`src/verilog/tcc_defs.vh`:
```
`ifndef TCC_DEFS_VH
`define TCC_DEFS_VH

// Printed register indices; byte address is four times the index
`define TCC_IDX_CTL1 12'h016
`define TCC_IDX_CTL2 12'h017
`define TCC_IDX_CTL3 12'h016
// Third control register sits in a separate bank window
`define TCC_BANK_CTL3 12'h100
`define TCC_ADDR_CTL1 (`TCC_IDX_CTL1 * 12'h004)
`define TCC_ADDR_CTL2 (`TCC_IDX_CTL2 * 12'h004)
`define TCC_ADDR_CTL3 (`TCC_BANK_CTL3 + `TCC_IDX_CTL3 * 12'h004)

// Data and status registers
`define TCC_ADDR_T12 12'h200
`define TCC_ADDR_PER12 12'h204
`define TCC_ADDR_T3 12'h208
`define TCC_ADDR_FLAGS 12'h240
// Capture block: 0x220..0x23F, channel in addr[4:3], high byte at addr[2]
`define TCC_CA_BLOCK 7'h11

// First control register fields
`define TCC_C1_FIRST_CS 0
`define TCC_C1_SECOND_CS 1
`define TCC_C1_CAPT_CS 2
`define TCC_C1_CHAIN 3
// Second control register fields
`define TCC_C2_FIRST_RUN 0
`define TCC_C2_SECOND_RUN 1
`define TCC_C2_CAPT_RUN 2
`define TCC_C2_PAIR_CAPT 3
`define TCC_C2_PWM1 4
`define TCC_C2_PWM2 5
`define TCC_C2_OVF1 6
`define TCC_C2_OVF2 7
// Third control register fields
`define TCC_C3_PWM3 0
`define TCC_C3_OVF3 5
`define TCC_C3_OVF4 6

// Flag register fields, write one to clear
`define TCC_FL_FIRST 0
`define TCC_FL_SECOND 1
`define TCC_FL_CAPT 2

// Reset values
`define TCC_RST_CTL1 8'h00
`define TCC_RST_CTL2 6'h00
`define TCC_RST_CTL3 5'h00

// Edge modes
`define TCC_MODE_FALL 2'b00
`define TCC_MODE_RISE 2'b01
`define TCC_MODE_RISE4 2'b10
`define TCC_MODE_RISE16 2'b11

// Instruction clock is pclk divided by four; terminal count of the divider
`define TCC_INSTR_LAST 2'd3

`endif

```
`src/verilog/tcc_top.v`:
```
// Function
// - Two independent 8-bit up timers, each with period register and overflow flag.
// - Each 8-bit timer counts instruction clock or shared pin falling edges.
// - Software can join the two 8-bit timers into one 16-bit timer.
// - Capture timer pair acts as its period or as capture channel one.
// - First control bit 2 picks capture timer pin falling edges or internal clock.
// - First control bits 1 and 0 pick clock of second and first timer.
// - First control bit 3 chains timers, second timer as upper byte.
// - Edge modes: falling, rising, every fourth rising, every sixteenth rising.
// - Edge mode fields in first control 7-6,5-4 and third control 4-3,2-1.
// - Overrun bit sets when a capture arrives before previous value was read.
// - After overrun the oldest unread value stays until both bytes are read.
// - PWM enable forces pin to output regardless of direction bit.
// - Second control bit 3 makes the pair a capture; timer then runs free.
// - Second control bit 2 starts and stops the capture timer.
// - Second control bit 1 gates second timer; needed for chained upper byte.
// - Second control bit 0 runs the chained timer, or only the first timer.
// - Capture timer is the time-base sampled by all four capture channels.
// - PWM1 uses first timer; PWM2 and PWM3 choose first or second timer.
// - Top bit of the third control register always reads zero.
// - 8-bit timer counts to period, returns to zero, sets its flag then.
// - Chained timer counts to 16-bit period, clears next count, sets first flag.
// - Capture timer rollover to zero sets its flag.
//
// The implementer's own choice: the APB slave port.
`timescale 1ns/1ps
`include "tcc_defs.vh"

module tcc_top #(
    parameter NCAP = 4
)
(
    input wire pclk,
    input wire presetn,
    input wire psel,
    input wire penable,
    input wire pwrite,
    input wire [11:0] paddr,
    input wire [31:0] pwdata,
    output wire [31:0] prdata,
    output wire pready,
    output wire pslverr,
    input wire shared_count_input,
    input wire capture_timer_count_input,
    input wire [NCAP-1:0] capture_in,
    input wire [2:0] port_direction_bits,
    input wire pwm_two_timer_sel,
    input wire pwm_three_timer_sel,
    output wire [2:0] pwm_pin_output_en,
    output wire [2:0] pwm_period_wrap,
    output wire [7:0] first_timer_count,
    output wire [7:0] second_timer_count,
    output wire first_timer_flag,
    output wire second_timer_flag,
    output wire capture_timer_flag
);

    reg [31:0] prdata_r;
    reg pready_r;
    reg pslverr_r;
    reg [7:0] ctl1_r;
    reg [5:0] ctl2_r;
    reg [4:0] ctl3_r;
    reg [7:0] t1_r;
    reg [7:0] t2_r;
    reg [7:0] pr1_r;
    reg [7:0] pr2_r;
    reg [15:0] t3_r;
    reg [1:0] div_r;
    reg shared_prev_r;
    reg capt_pin_prev_r;
    reg fl1_r;
    reg fl2_r;
    reg fl3_r;
    reg [2:0] pwm_oe_r;
    reg [2:0] pwm_wrap_r;
    reg [31:0] rd_mux;
    reg hit;

    wire [15:0] cap_val [0:NCAP-1];
    wire [NCAP-1:0] cap_ovf;

    // Access edge: the only edge at which writes and read side effects act
    wire acc_go = psel & penable & pready_r;
    wire wr_go = acc_go & pwrite & ~pslverr_r;
    wire rd_go = acc_go & ~pwrite & ~pslverr_r;
    wire ca_sel = (paddr[11:5] == `TCC_CA_BLOCK);

    wire chain = ctl1_r[`TCC_C1_CHAIN];
    wire pair_capt = ctl2_r[`TCC_C2_PAIR_CAPT];
    wire tick = (div_r == `TCC_INSTR_LAST);
    wire shared_fall = shared_prev_r & ~shared_count_input;
    wire capt_pin_fall = capt_pin_prev_r & ~capture_timer_count_input;

    // Clock source per timer
    wire src1 = ctl1_r[`TCC_C1_FIRST_CS] ? shared_fall : tick;
    wire src2 = ctl1_r[`TCC_C1_SECOND_CS] ? shared_fall : tick;
    wire src3 = ctl1_r[`TCC_C1_CAPT_CS] ? capt_pin_fall : tick;
    wire inc1 = ctl2_r[`TCC_C2_FIRST_RUN] & src1;
    wire inc2 = ctl2_r[`TCC_C2_SECOND_RUN] & src2;
    wire inc3 = ctl2_r[`TCC_C2_CAPT_RUN] & src3;

    wire [15:0] t12 = {t2_r, t1_r};
    wire [15:0] pr12 = {pr2_r, pr1_r};
    wire match16 = (t12 == pr12);
    wire wrap1 = chain ? (inc1 & match16) : (inc1 & (t1_r == pr1_r));
    wire wrap2 = ~chain & inc2 & (t2_r == pr2_r);
    // Free run in capture mode, else pair is the period
    wire wrap3 = inc3 & (pair_capt ? (t3_r == 16'hFFFF) : (t3_r == cap_val[0]));

    wire wr_t12 = wr_go & (paddr == `TCC_ADDR_T12);
    wire wr_t3 = wr_go & (paddr == `TCC_ADDR_T3);
    wire wr_fl = wr_go & (paddr == `TCC_ADDR_FLAGS);

    // Per-channel edge modes gathered from the two control registers
    wire [7:0] edge_modes = {ctl3_r[4:3], ctl3_r[2:1], ctl1_r[7:6], ctl1_r[5:4]};

    assign prdata = prdata_r;
    assign pready = pready_r;
    assign pslverr = pslverr_r;
    assign pwm_pin_output_en = pwm_oe_r;
    assign pwm_period_wrap = pwm_wrap_r;
    assign first_timer_count = t1_r;
    assign second_timer_count = t2_r;
    assign first_timer_flag = fl1_r;
    assign second_timer_flag = fl2_r;
    assign capture_timer_flag = fl3_r;

    // Read mux, sampled in the setup cycle
    always @*
    begin
        rd_mux = 32'h0000_0000;
        hit = 1'b1;
        if (ca_sel)
        begin
            if (paddr[2])
                rd_mux = {24'h00_0000, cap_val[paddr[4:3]][15:8]};
            else
                rd_mux = {24'h00_0000, cap_val[paddr[4:3]][7:0]};
        end
        else
        begin
            case (paddr)
                `TCC_ADDR_CTL1: rd_mux = {24'h00_0000, ctl1_r};
                `TCC_ADDR_CTL2: rd_mux = {24'h00_0000, cap_ovf[1], cap_ovf[0], ctl2_r};
                `TCC_ADDR_CTL3: rd_mux = {24'h00_0000, 1'b0, cap_ovf[3], cap_ovf[2], ctl3_r};
                `TCC_ADDR_T12: rd_mux = {16'h0000, t12};
                `TCC_ADDR_PER12: rd_mux = {16'h0000, pr12};
                `TCC_ADDR_T3: rd_mux = {16'h0000, t3_r};
                `TCC_ADDR_FLAGS: rd_mux = {29'h0000_0000, fl3_r, fl2_r, fl1_r};
                default: hit = 1'b0;
            endcase
        end
    end

    // APB slave: ready is raised for exactly the first access cycle
    always @(posedge pclk or negedge presetn)
    begin
        if (!presetn)
        begin
            prdata_r <= 32'h0000_0000;
            pready_r <= 1'b0;
            pslverr_r <= 1'b0;
        end
        else
        begin
            pready_r <= psel & ~penable;
            if (psel & ~penable)
            begin
                prdata_r <= pwrite ? 32'h0000_0000 : rd_mux;
                pslverr_r <= ~hit;
            end
            else if (acc_go)
            begin
                prdata_r <= 32'h0000_0000;
                pslverr_r <= 1'b0;
            end
        end
    end

    // Control registers; overrun bits are read-only
    always @(posedge pclk or negedge presetn)
    begin
        if (!presetn)
        begin
            ctl1_r <= `TCC_RST_CTL1;
            ctl2_r <= `TCC_RST_CTL2;
            ctl3_r <= `TCC_RST_CTL3;
            pr1_r <= 8'h00;
            pr2_r <= 8'h00;
        end
        else if (wr_go)
        begin
            if (paddr == `TCC_ADDR_CTL1)
                ctl1_r <= pwdata[7:0];
            if (paddr == `TCC_ADDR_CTL2)
                ctl2_r <= pwdata[5:0];
            if (paddr == `TCC_ADDR_CTL3)
                ctl3_r <= pwdata[4:0];
            if (paddr == `TCC_ADDR_PER12)
            begin
                pr1_r <= pwdata[7:0];
                pr2_r <= pwdata[15:8];
            end
        end
    end

    // Edge detectors and instruction-clock divider
    always @(posedge pclk or negedge presetn)
    begin
        if (!presetn)
        begin
            div_r <= 2'd0;
            shared_prev_r <= 1'b1;
            capt_pin_prev_r <= 1'b1;
        end
        else
        begin
            div_r <= div_r + 2'd1;
            shared_prev_r <= shared_count_input;
            capt_pin_prev_r <= capture_timer_count_input;
        end
    end

    // First and second timers; a software write beats a count
    always @(posedge pclk or negedge presetn)
    begin
        if (!presetn)
        begin
            t1_r <= 8'h00;
            t2_r <= 8'h00;
        end
        else if (wr_t12)
        begin
            t1_r <= pwdata[7:0];
            t2_r <= pwdata[15:8];
        end
        else if (chain)
        begin
            // Upper byte increments only while its own run bit is set; a wrap clears both bytes
            if (wrap1)
            begin
                t1_r <= 8'h00;
                t2_r <= 8'h00;
            end
            else if (inc1)
            begin
                t1_r <= t1_r + 8'h01;
                if (ctl2_r[`TCC_C2_SECOND_RUN] && t1_r == 8'hFF)
                    t2_r <= t2_r + 8'h01;
            end
        end
        else
        begin
            if (wrap1)
                t1_r <= 8'h00;
            else if (inc1)
                t1_r <= t1_r + 8'h01;
            if (wrap2)
                t2_r <= 8'h00;
            else if (inc2)
                t2_r <= t2_r + 8'h01;
        end
    end

    // Capture timer
    always @(posedge pclk or negedge presetn)
    begin
        if (!presetn)
            t3_r <= 16'h0000;
        else if (wr_t3)
            t3_r <= pwdata[15:0];
        else if (wrap3)
            t3_r <= 16'h0000;
        else if (inc3)
            t3_r <= t3_r + 16'h0001;
    end

    // Timer flags: hardware set wins over a write-one clear
    always @(posedge pclk or negedge presetn)
    begin
        if (!presetn)
        begin
            fl1_r <= 1'b0;
            fl2_r <= 1'b0;
            fl3_r <= 1'b0;
        end
        else
        begin
            fl1_r <= wrap1 | (fl1_r & ~(wr_fl & pwdata[`TCC_FL_FIRST]));
            fl2_r <= wrap2 | (fl2_r & ~(wr_fl & pwdata[`TCC_FL_SECOND]));
            fl3_r <= wrap3 | (fl3_r & ~(wr_fl & pwdata[`TCC_FL_CAPT]));
        end
    end

    // Pin direction override and PWM time-base wrap strobes
    always @(posedge pclk or negedge presetn)
    begin
        if (!presetn)
        begin
            pwm_oe_r <= 3'b000;
            pwm_wrap_r <= 3'b000;
        end
        else
        begin
            pwm_oe_r[0] <= ctl2_r[`TCC_C2_PWM1] | ~port_direction_bits[0];
            pwm_oe_r[1] <= ctl2_r[`TCC_C2_PWM2] | ~port_direction_bits[1];
            pwm_oe_r[2] <= ctl3_r[`TCC_C3_PWM3] | ~port_direction_bits[2];
            pwm_wrap_r[0] <= wrap1;
            pwm_wrap_r[1] <= pwm_two_timer_sel ? wrap2 : wrap1;
            pwm_wrap_r[2] <= pwm_three_timer_sel ? wrap2 : wrap1;
        end
    end

    // Capture channels; channel 0 shares its register with the period
    genvar gi;
    generate
        for (gi = 0; gi < NCAP; gi = gi + 1)
        begin : g_cap
            localparam [1:0] CH = gi;
            reg [15:0] val_r;
            reg prev_r;
            reg [3:0] pre_r;
            reg unread_r;
            reg lo_seen_r;
            reg hi_seen_r;
            reg ovf_r;
            wire [1:0] md = edge_modes[2*gi+1:2*gi];
            wire rise = capture_in[gi] & ~prev_r;
            wire fall = ~capture_in[gi] & prev_r;
            wire here = ca_sel & (paddr[4:3] == CH);
            wire rd_lo = rd_go & here & ~paddr[2];
            wire rd_hi = rd_go & here & paddr[2];
            wire active = (gi != 0) | pair_capt;
            reg evt_raw;
            wire evt = evt_raw & active;
            // Read complete once both bytes seen, either order
            wire done = unread_r & (lo_seen_r | rd_lo) & (hi_seen_r | rd_hi);
            // A capture that meets the completing read still loads
            wire load = evt & (~unread_r | done);
            wire wr_pair = wr_go & here & (gi == 0) & ~pair_capt;

            always @*
            begin
                case (md)
                    `TCC_MODE_FALL: evt_raw = fall;
                    `TCC_MODE_RISE: evt_raw = rise;
                    `TCC_MODE_RISE4: evt_raw = rise & (pre_r[1:0] == 2'b11);
                    `TCC_MODE_RISE16: evt_raw = rise & (pre_r == 4'hF);
                    default: evt_raw = 1'b0;
                endcase
            end

            always @(posedge pclk or negedge presetn)
            begin
                if (!presetn)
                begin
                    val_r <= 16'h0000;
                    prev_r <= 1'b0;
                    pre_r <= 4'h0;
                    unread_r <= 1'b0;
                    lo_seen_r <= 1'b0;
                    hi_seen_r <= 1'b0;
                    ovf_r <= 1'b0;
                end
                else
                begin
                    prev_r <= capture_in[gi];
                    // Prescaler not cleared on mode change; first divided edge may come early
                    if (rise)
                        pre_r <= pre_r + 4'h1;
                    if (load)
                        val_r <= t3_r;
                    else if (wr_pair && paddr[2])
                        val_r[15:8] <= pwdata[7:0];
                    else if (wr_pair)
                        val_r[7:0] <= pwdata[7:0];
                    unread_r <= load | (unread_r & ~done);
                    lo_seen_r <= (unread_r & ~done) & (lo_seen_r | rd_lo);
                    hi_seen_r <= (unread_r & ~done) & (hi_seen_r | rd_hi);
                    ovf_r <= (evt & unread_r & ~done) | (ovf_r & ~done);
                end
            end

            assign cap_val[gi] = val_r;
            assign cap_ovf[gi] = ovf_r;
        end
    endgenerate

endmodule // tcc_top

```
`config.mk`:
```
export PLATFORM = sky130hd
export DESIGN_NAME = tcc_top
export DESIGN_NICKNAME = d
export VERILOG_FILES = /design/src/verilog/tcc_top.v
export VERILOG_INCLUDE_DIRS = /design/src /design/src/verilog
export SDC_FILE = /design/constraint.sdc
export NUM_CORES = 1
export LEC_CHECK = 0
export ABC_CLOCK_PERIOD_IN_PS = 4650
export BUFFER_PORTS_ARGS = -buffer_cell sky130_fd_sc_hd__buf_2
export CAP_MARGIN = 10
export CORE_MARGIN = 2
export CORE_UTILIZATION = 45
export CTS_CLUSTER_SIZE = 40
export DETAILED_ROUTE_END_ITERATION = 7
export GPL_TIMING_DRIVEN = 0
export SLEW_MARGIN = 15
export SYNTH_ARGS = -nofsm -noshare
export SYNTH_HDL_FRONTEND = slang
export SYNTH_SLANG_ARGS = --single-unit
```
`constraint.sdc`:
```
create_clock -name pclk -period 4.65 [get_ports pclk]
set_input_delay 0.93 -clock pclk [delete_from_list [all_inputs] [get_ports pclk]]
set_output_delay 0.93 -clock pclk [all_outputs]
set_load 0.02 [all_outputs]
```
==> out/results.ini <==
[logic_synthesis]
seq_area_frac_synth_pct = 46.2
postSynthAreaPerCell_sq_um = 11.1
yosysWarnings = 0
synth_top_area_share_pct = 45.7
synthTopCellsByArea = dfrtp_1 (46%), mux2_2 (8.2%), mux2_4 (4.8%)
synth_cell_type_count = 85
synth_most_common_cell = dfrtp_1
ys_ff_latch = 198
synth_area_sq_um = 10700
synth_area_leader_cell = dfrtp_1
synthCells = 971
synth_edf_count = 0
yosys-top-cells-count = dfrtp_1 (196), nand2_1 (89), mux2_2 (78)
ys.flop_type = dfrtp_1
async_flop_share_pct = 100

[floorplan]
ios = 119
start_util_pct = 45.7
num_rows = 56
core_region_area_sq_um = 23500
chipHeight_um = 158
die_area_sq_um = 25100
die_w_um = 158

[layout]
fin_util_pct = 52.1
fillers = 2117
diodes = 0
area_delta_synth_final_pct = 13.9
layout.cells.non_filler = 1419
layout.nets = 1155
drive_above_1_share_pct = 26.9

[timing]
worst_slew_pin_slew_ns = 1.16
slew_headroom_pct = 20.4
skew_ns = 0.0133
hold_viol = 0
rsz0062_at_grt = false
setup_viol = 0
drv_slew = 0
fin_crit_sh_pct = 72.6
setup-tns-final_ns = 0
max_freq_mhz = 296
fin_crit_ns = 3.38

[worst_setup_path]
critPathMaxFanout = 9
crit_required_ns = 4.98
critPathBufInv = 2
timing.rr.start = ctl2_r[3]
reg2reg_to = t3_r[9]
cp-end-kind = register
regToRegSetupSlack_ns = 1.33
reg2reg_depth = 8
cp_slowest_stage_delay_ns = 0.69
crit_type = in -> reg
cp_num_cells = 8
crit_arrival_ns = 3.70
slowest_stage = nor2_1
crit_family = simple AND/OR/NAND/NOR gates
crit_chain = buf_2 -> nor3b_1 -> and3_1 -> clkbuf_1 -> nand4b_1 -> nor2_1 -> mux2_2 -> mux2_4
cp-start-kind = input pin

[drt]
drc_errors = 0
met1_length_um = 14000
wl_met3_um = 1850
dr.pass1.iters = 5
ant_nets = 0
vias_per_cell = 5.81
vias = 8247
routed.top_layer = met4
route.met2.wl_um = 13800
wire_per_inst_um = 21.5
drtIter0Drc = 702
wl_um = 30500

[min_path]
min_delay_path_depth = 1
hp-class = reg -> reg
whs_endpoint = div_r[0]
hp-start = div_r[0]

[power_and_ir_drop]
p_seq_share_pct = 50.7
internal_power_uw = 2720
peakVddDrop_uv = 167
leakage_uw = 0.00568
switching_share_pct = 26.8
pwr-share-comb_pct = 8.5
power_density_nw_per_um2 = 304
clockPowerShare_pct = 40.8
power_switching_uw = 997

[cts]
clock_sinks = 198
postCtsSetupBuffers = 0
hold_buffers = 0
root_buffer = clkbuf_16
cts.path.max_buffers = 2
htreeDepth = 4
cts_tree = yes
worstSkewPairLatency_ns = 0.45
cts_buffers = 17
path_clk_slew_ns = 0.07
ctsResizeCount = 0

[global_route]
grt_max_degree = 102
grt_pass1_vias = 7980
grt_first_pass_wirelength_um = 47300
antenna_found_initial = 1
grt.overflow.total = 0
grt.total_usage_pct = 25.2

[placement]
dp_hpwl_um = 22300
io_buffer_count = 81
dp.cells = 1387
routabilityCongestion = 0.879

[run]
cap_violations = 0

[status]
status = completed

==> cell families after synthesis <==
kind of cell	share of synthesized area, %
mux	17.7
flops	46.2
buf+inv	4.93
fa+ha+maj	0.933
compound gates	13.0
other cells	0.0349
xor+xnor	4.16
simple gates	13.1
==> worst register-to-register path, cell delays in order, from the launching register on <==
cell and delay (ns):
dfrtp_1 0.34, clkbuf_1 0.32, clkbuf_1 0.55, a21oi_1 0.09, nor2_1 0.17, o22ai_1 0.09
a2111oi_0 1.00, clkbuf_1 0.46, o31ai_1 0.18
==> sequential cells by signal, summed over array words and instances, names as in the netlist, 2 cells and up <==
signal and count:
g_cap.val_r 64, g_cap.pre_r 16, prdata 16, t3_r 16, ctl1_r 8, first_timer_count 8
pr1_r 8, pr2_r 8, second_timer_count 8, ctl2_r 6, ctl3_r 5, g_cap.hi_seen_r 4
g_cap.lo_seen_r 4, g_cap.ovf_r 4, g_cap.prev_r 4, g_cap.unread_r 4, pwm_period_wrap 3, pwm_pin_output_en 3
div_r 2
==> per-layer routing <==
metal | up-vias | global-route usage (%)
li1 | 3768 | -
met1 | 4143 | 35.8
met2 | 291 | 38.9
met3 | 45 | 4.00
met4 | 0 | 9.82
met5 | - | 0
==> worst max-delay path by stage <==
stage | start | endpoint | slack [ns]
6_report | paddr[6] | g_cap[0].val_r[3] | 1.27
4_1_cts | paddr[3] | second_timer_count[7] | 1.35
5_1_grt | ctl2_r[3] | t3_r[9] | 1.10
3_3_place_gp | presetn | g_cap[3].val_r[10] | -0.80
3_5_place_dp | paddr[3] | second_timer_count[7] | 0.88
2_1_floorplan | paddr[8] | g_cap[0].val_r[3] | 1.54
==> layout by cell type (no fill, tap or decap), types with 16 or more instances in the layout <==
| cell | synthesis | final |
|---|---|---|
| a21oi_1 | 33 | 33 |
| and3_1 | 23 | 23 |
| buf_2 | 9 | 89 |
| buf_4 | 16 | 16 |
| clkbuf_1 | 40 | 40 |
| clkbuf_16 | 0 | 17 |
| conb_1 | 1 | 16 |
| dfrtp_1 | 196 | 196 |
| inv_1 | 30 | 30 |
| mux2_2 | 78 | 78 |
| mux2_4 | 34 | 34 |
| mux4_2 | 16 | 16 |
| nand2_1 | 89 | 89 |
| nand3_1 | 25 | 25 |
| nor2_1 | 26 | 26 |
| o21ai_0 | 29 | 29 |
| o31ai_1 | 17 | 17 |
| xnor2_1 | 38 | 38 |
==> cell type report <==
class                   instances  area, sq um  area share, %
multi-input cells             681         5300           43.4
repair buffers                 82          443           3.62
inverters                      31          116          0.952
flip-flops and latches        198         4960           40.5
plain buffers                  76          413           3.38
well taps                     319          399           3.26
clock buffers                  17          425           3.48
clock inverters                15          168           1.37
==> through the flow <==
stage                     power, uW  hold slack, ns  worst slack, ns  cell area [sq um]
final                          3720           0.424             1.27              12200
after detailed placement       2240           0.417            0.884              11600
after global placement         2220           0.413           -0.799              11600
after floorplan                2100           0.401             1.54              10800
after CTS                      3750           0.426             1.35              12200
after global routing           3870           0.451             1.10              12200
==> power groups by stage <==
stage | Sequential [uW] | Combinational (uW) | Clock, uW
4_1_cts | 1890 | 321 | 1540
5_1_grt | 1900 | 355 | 1620
3_3_place_gp | 1920 | 309 | 0
3_5_place_dp | 1920 | 321 | 0
6_report | 1880 | 315 | 1520
2_1_floorplan | 1900 | 196 | 0
Power figures use the tool's default switching activity.
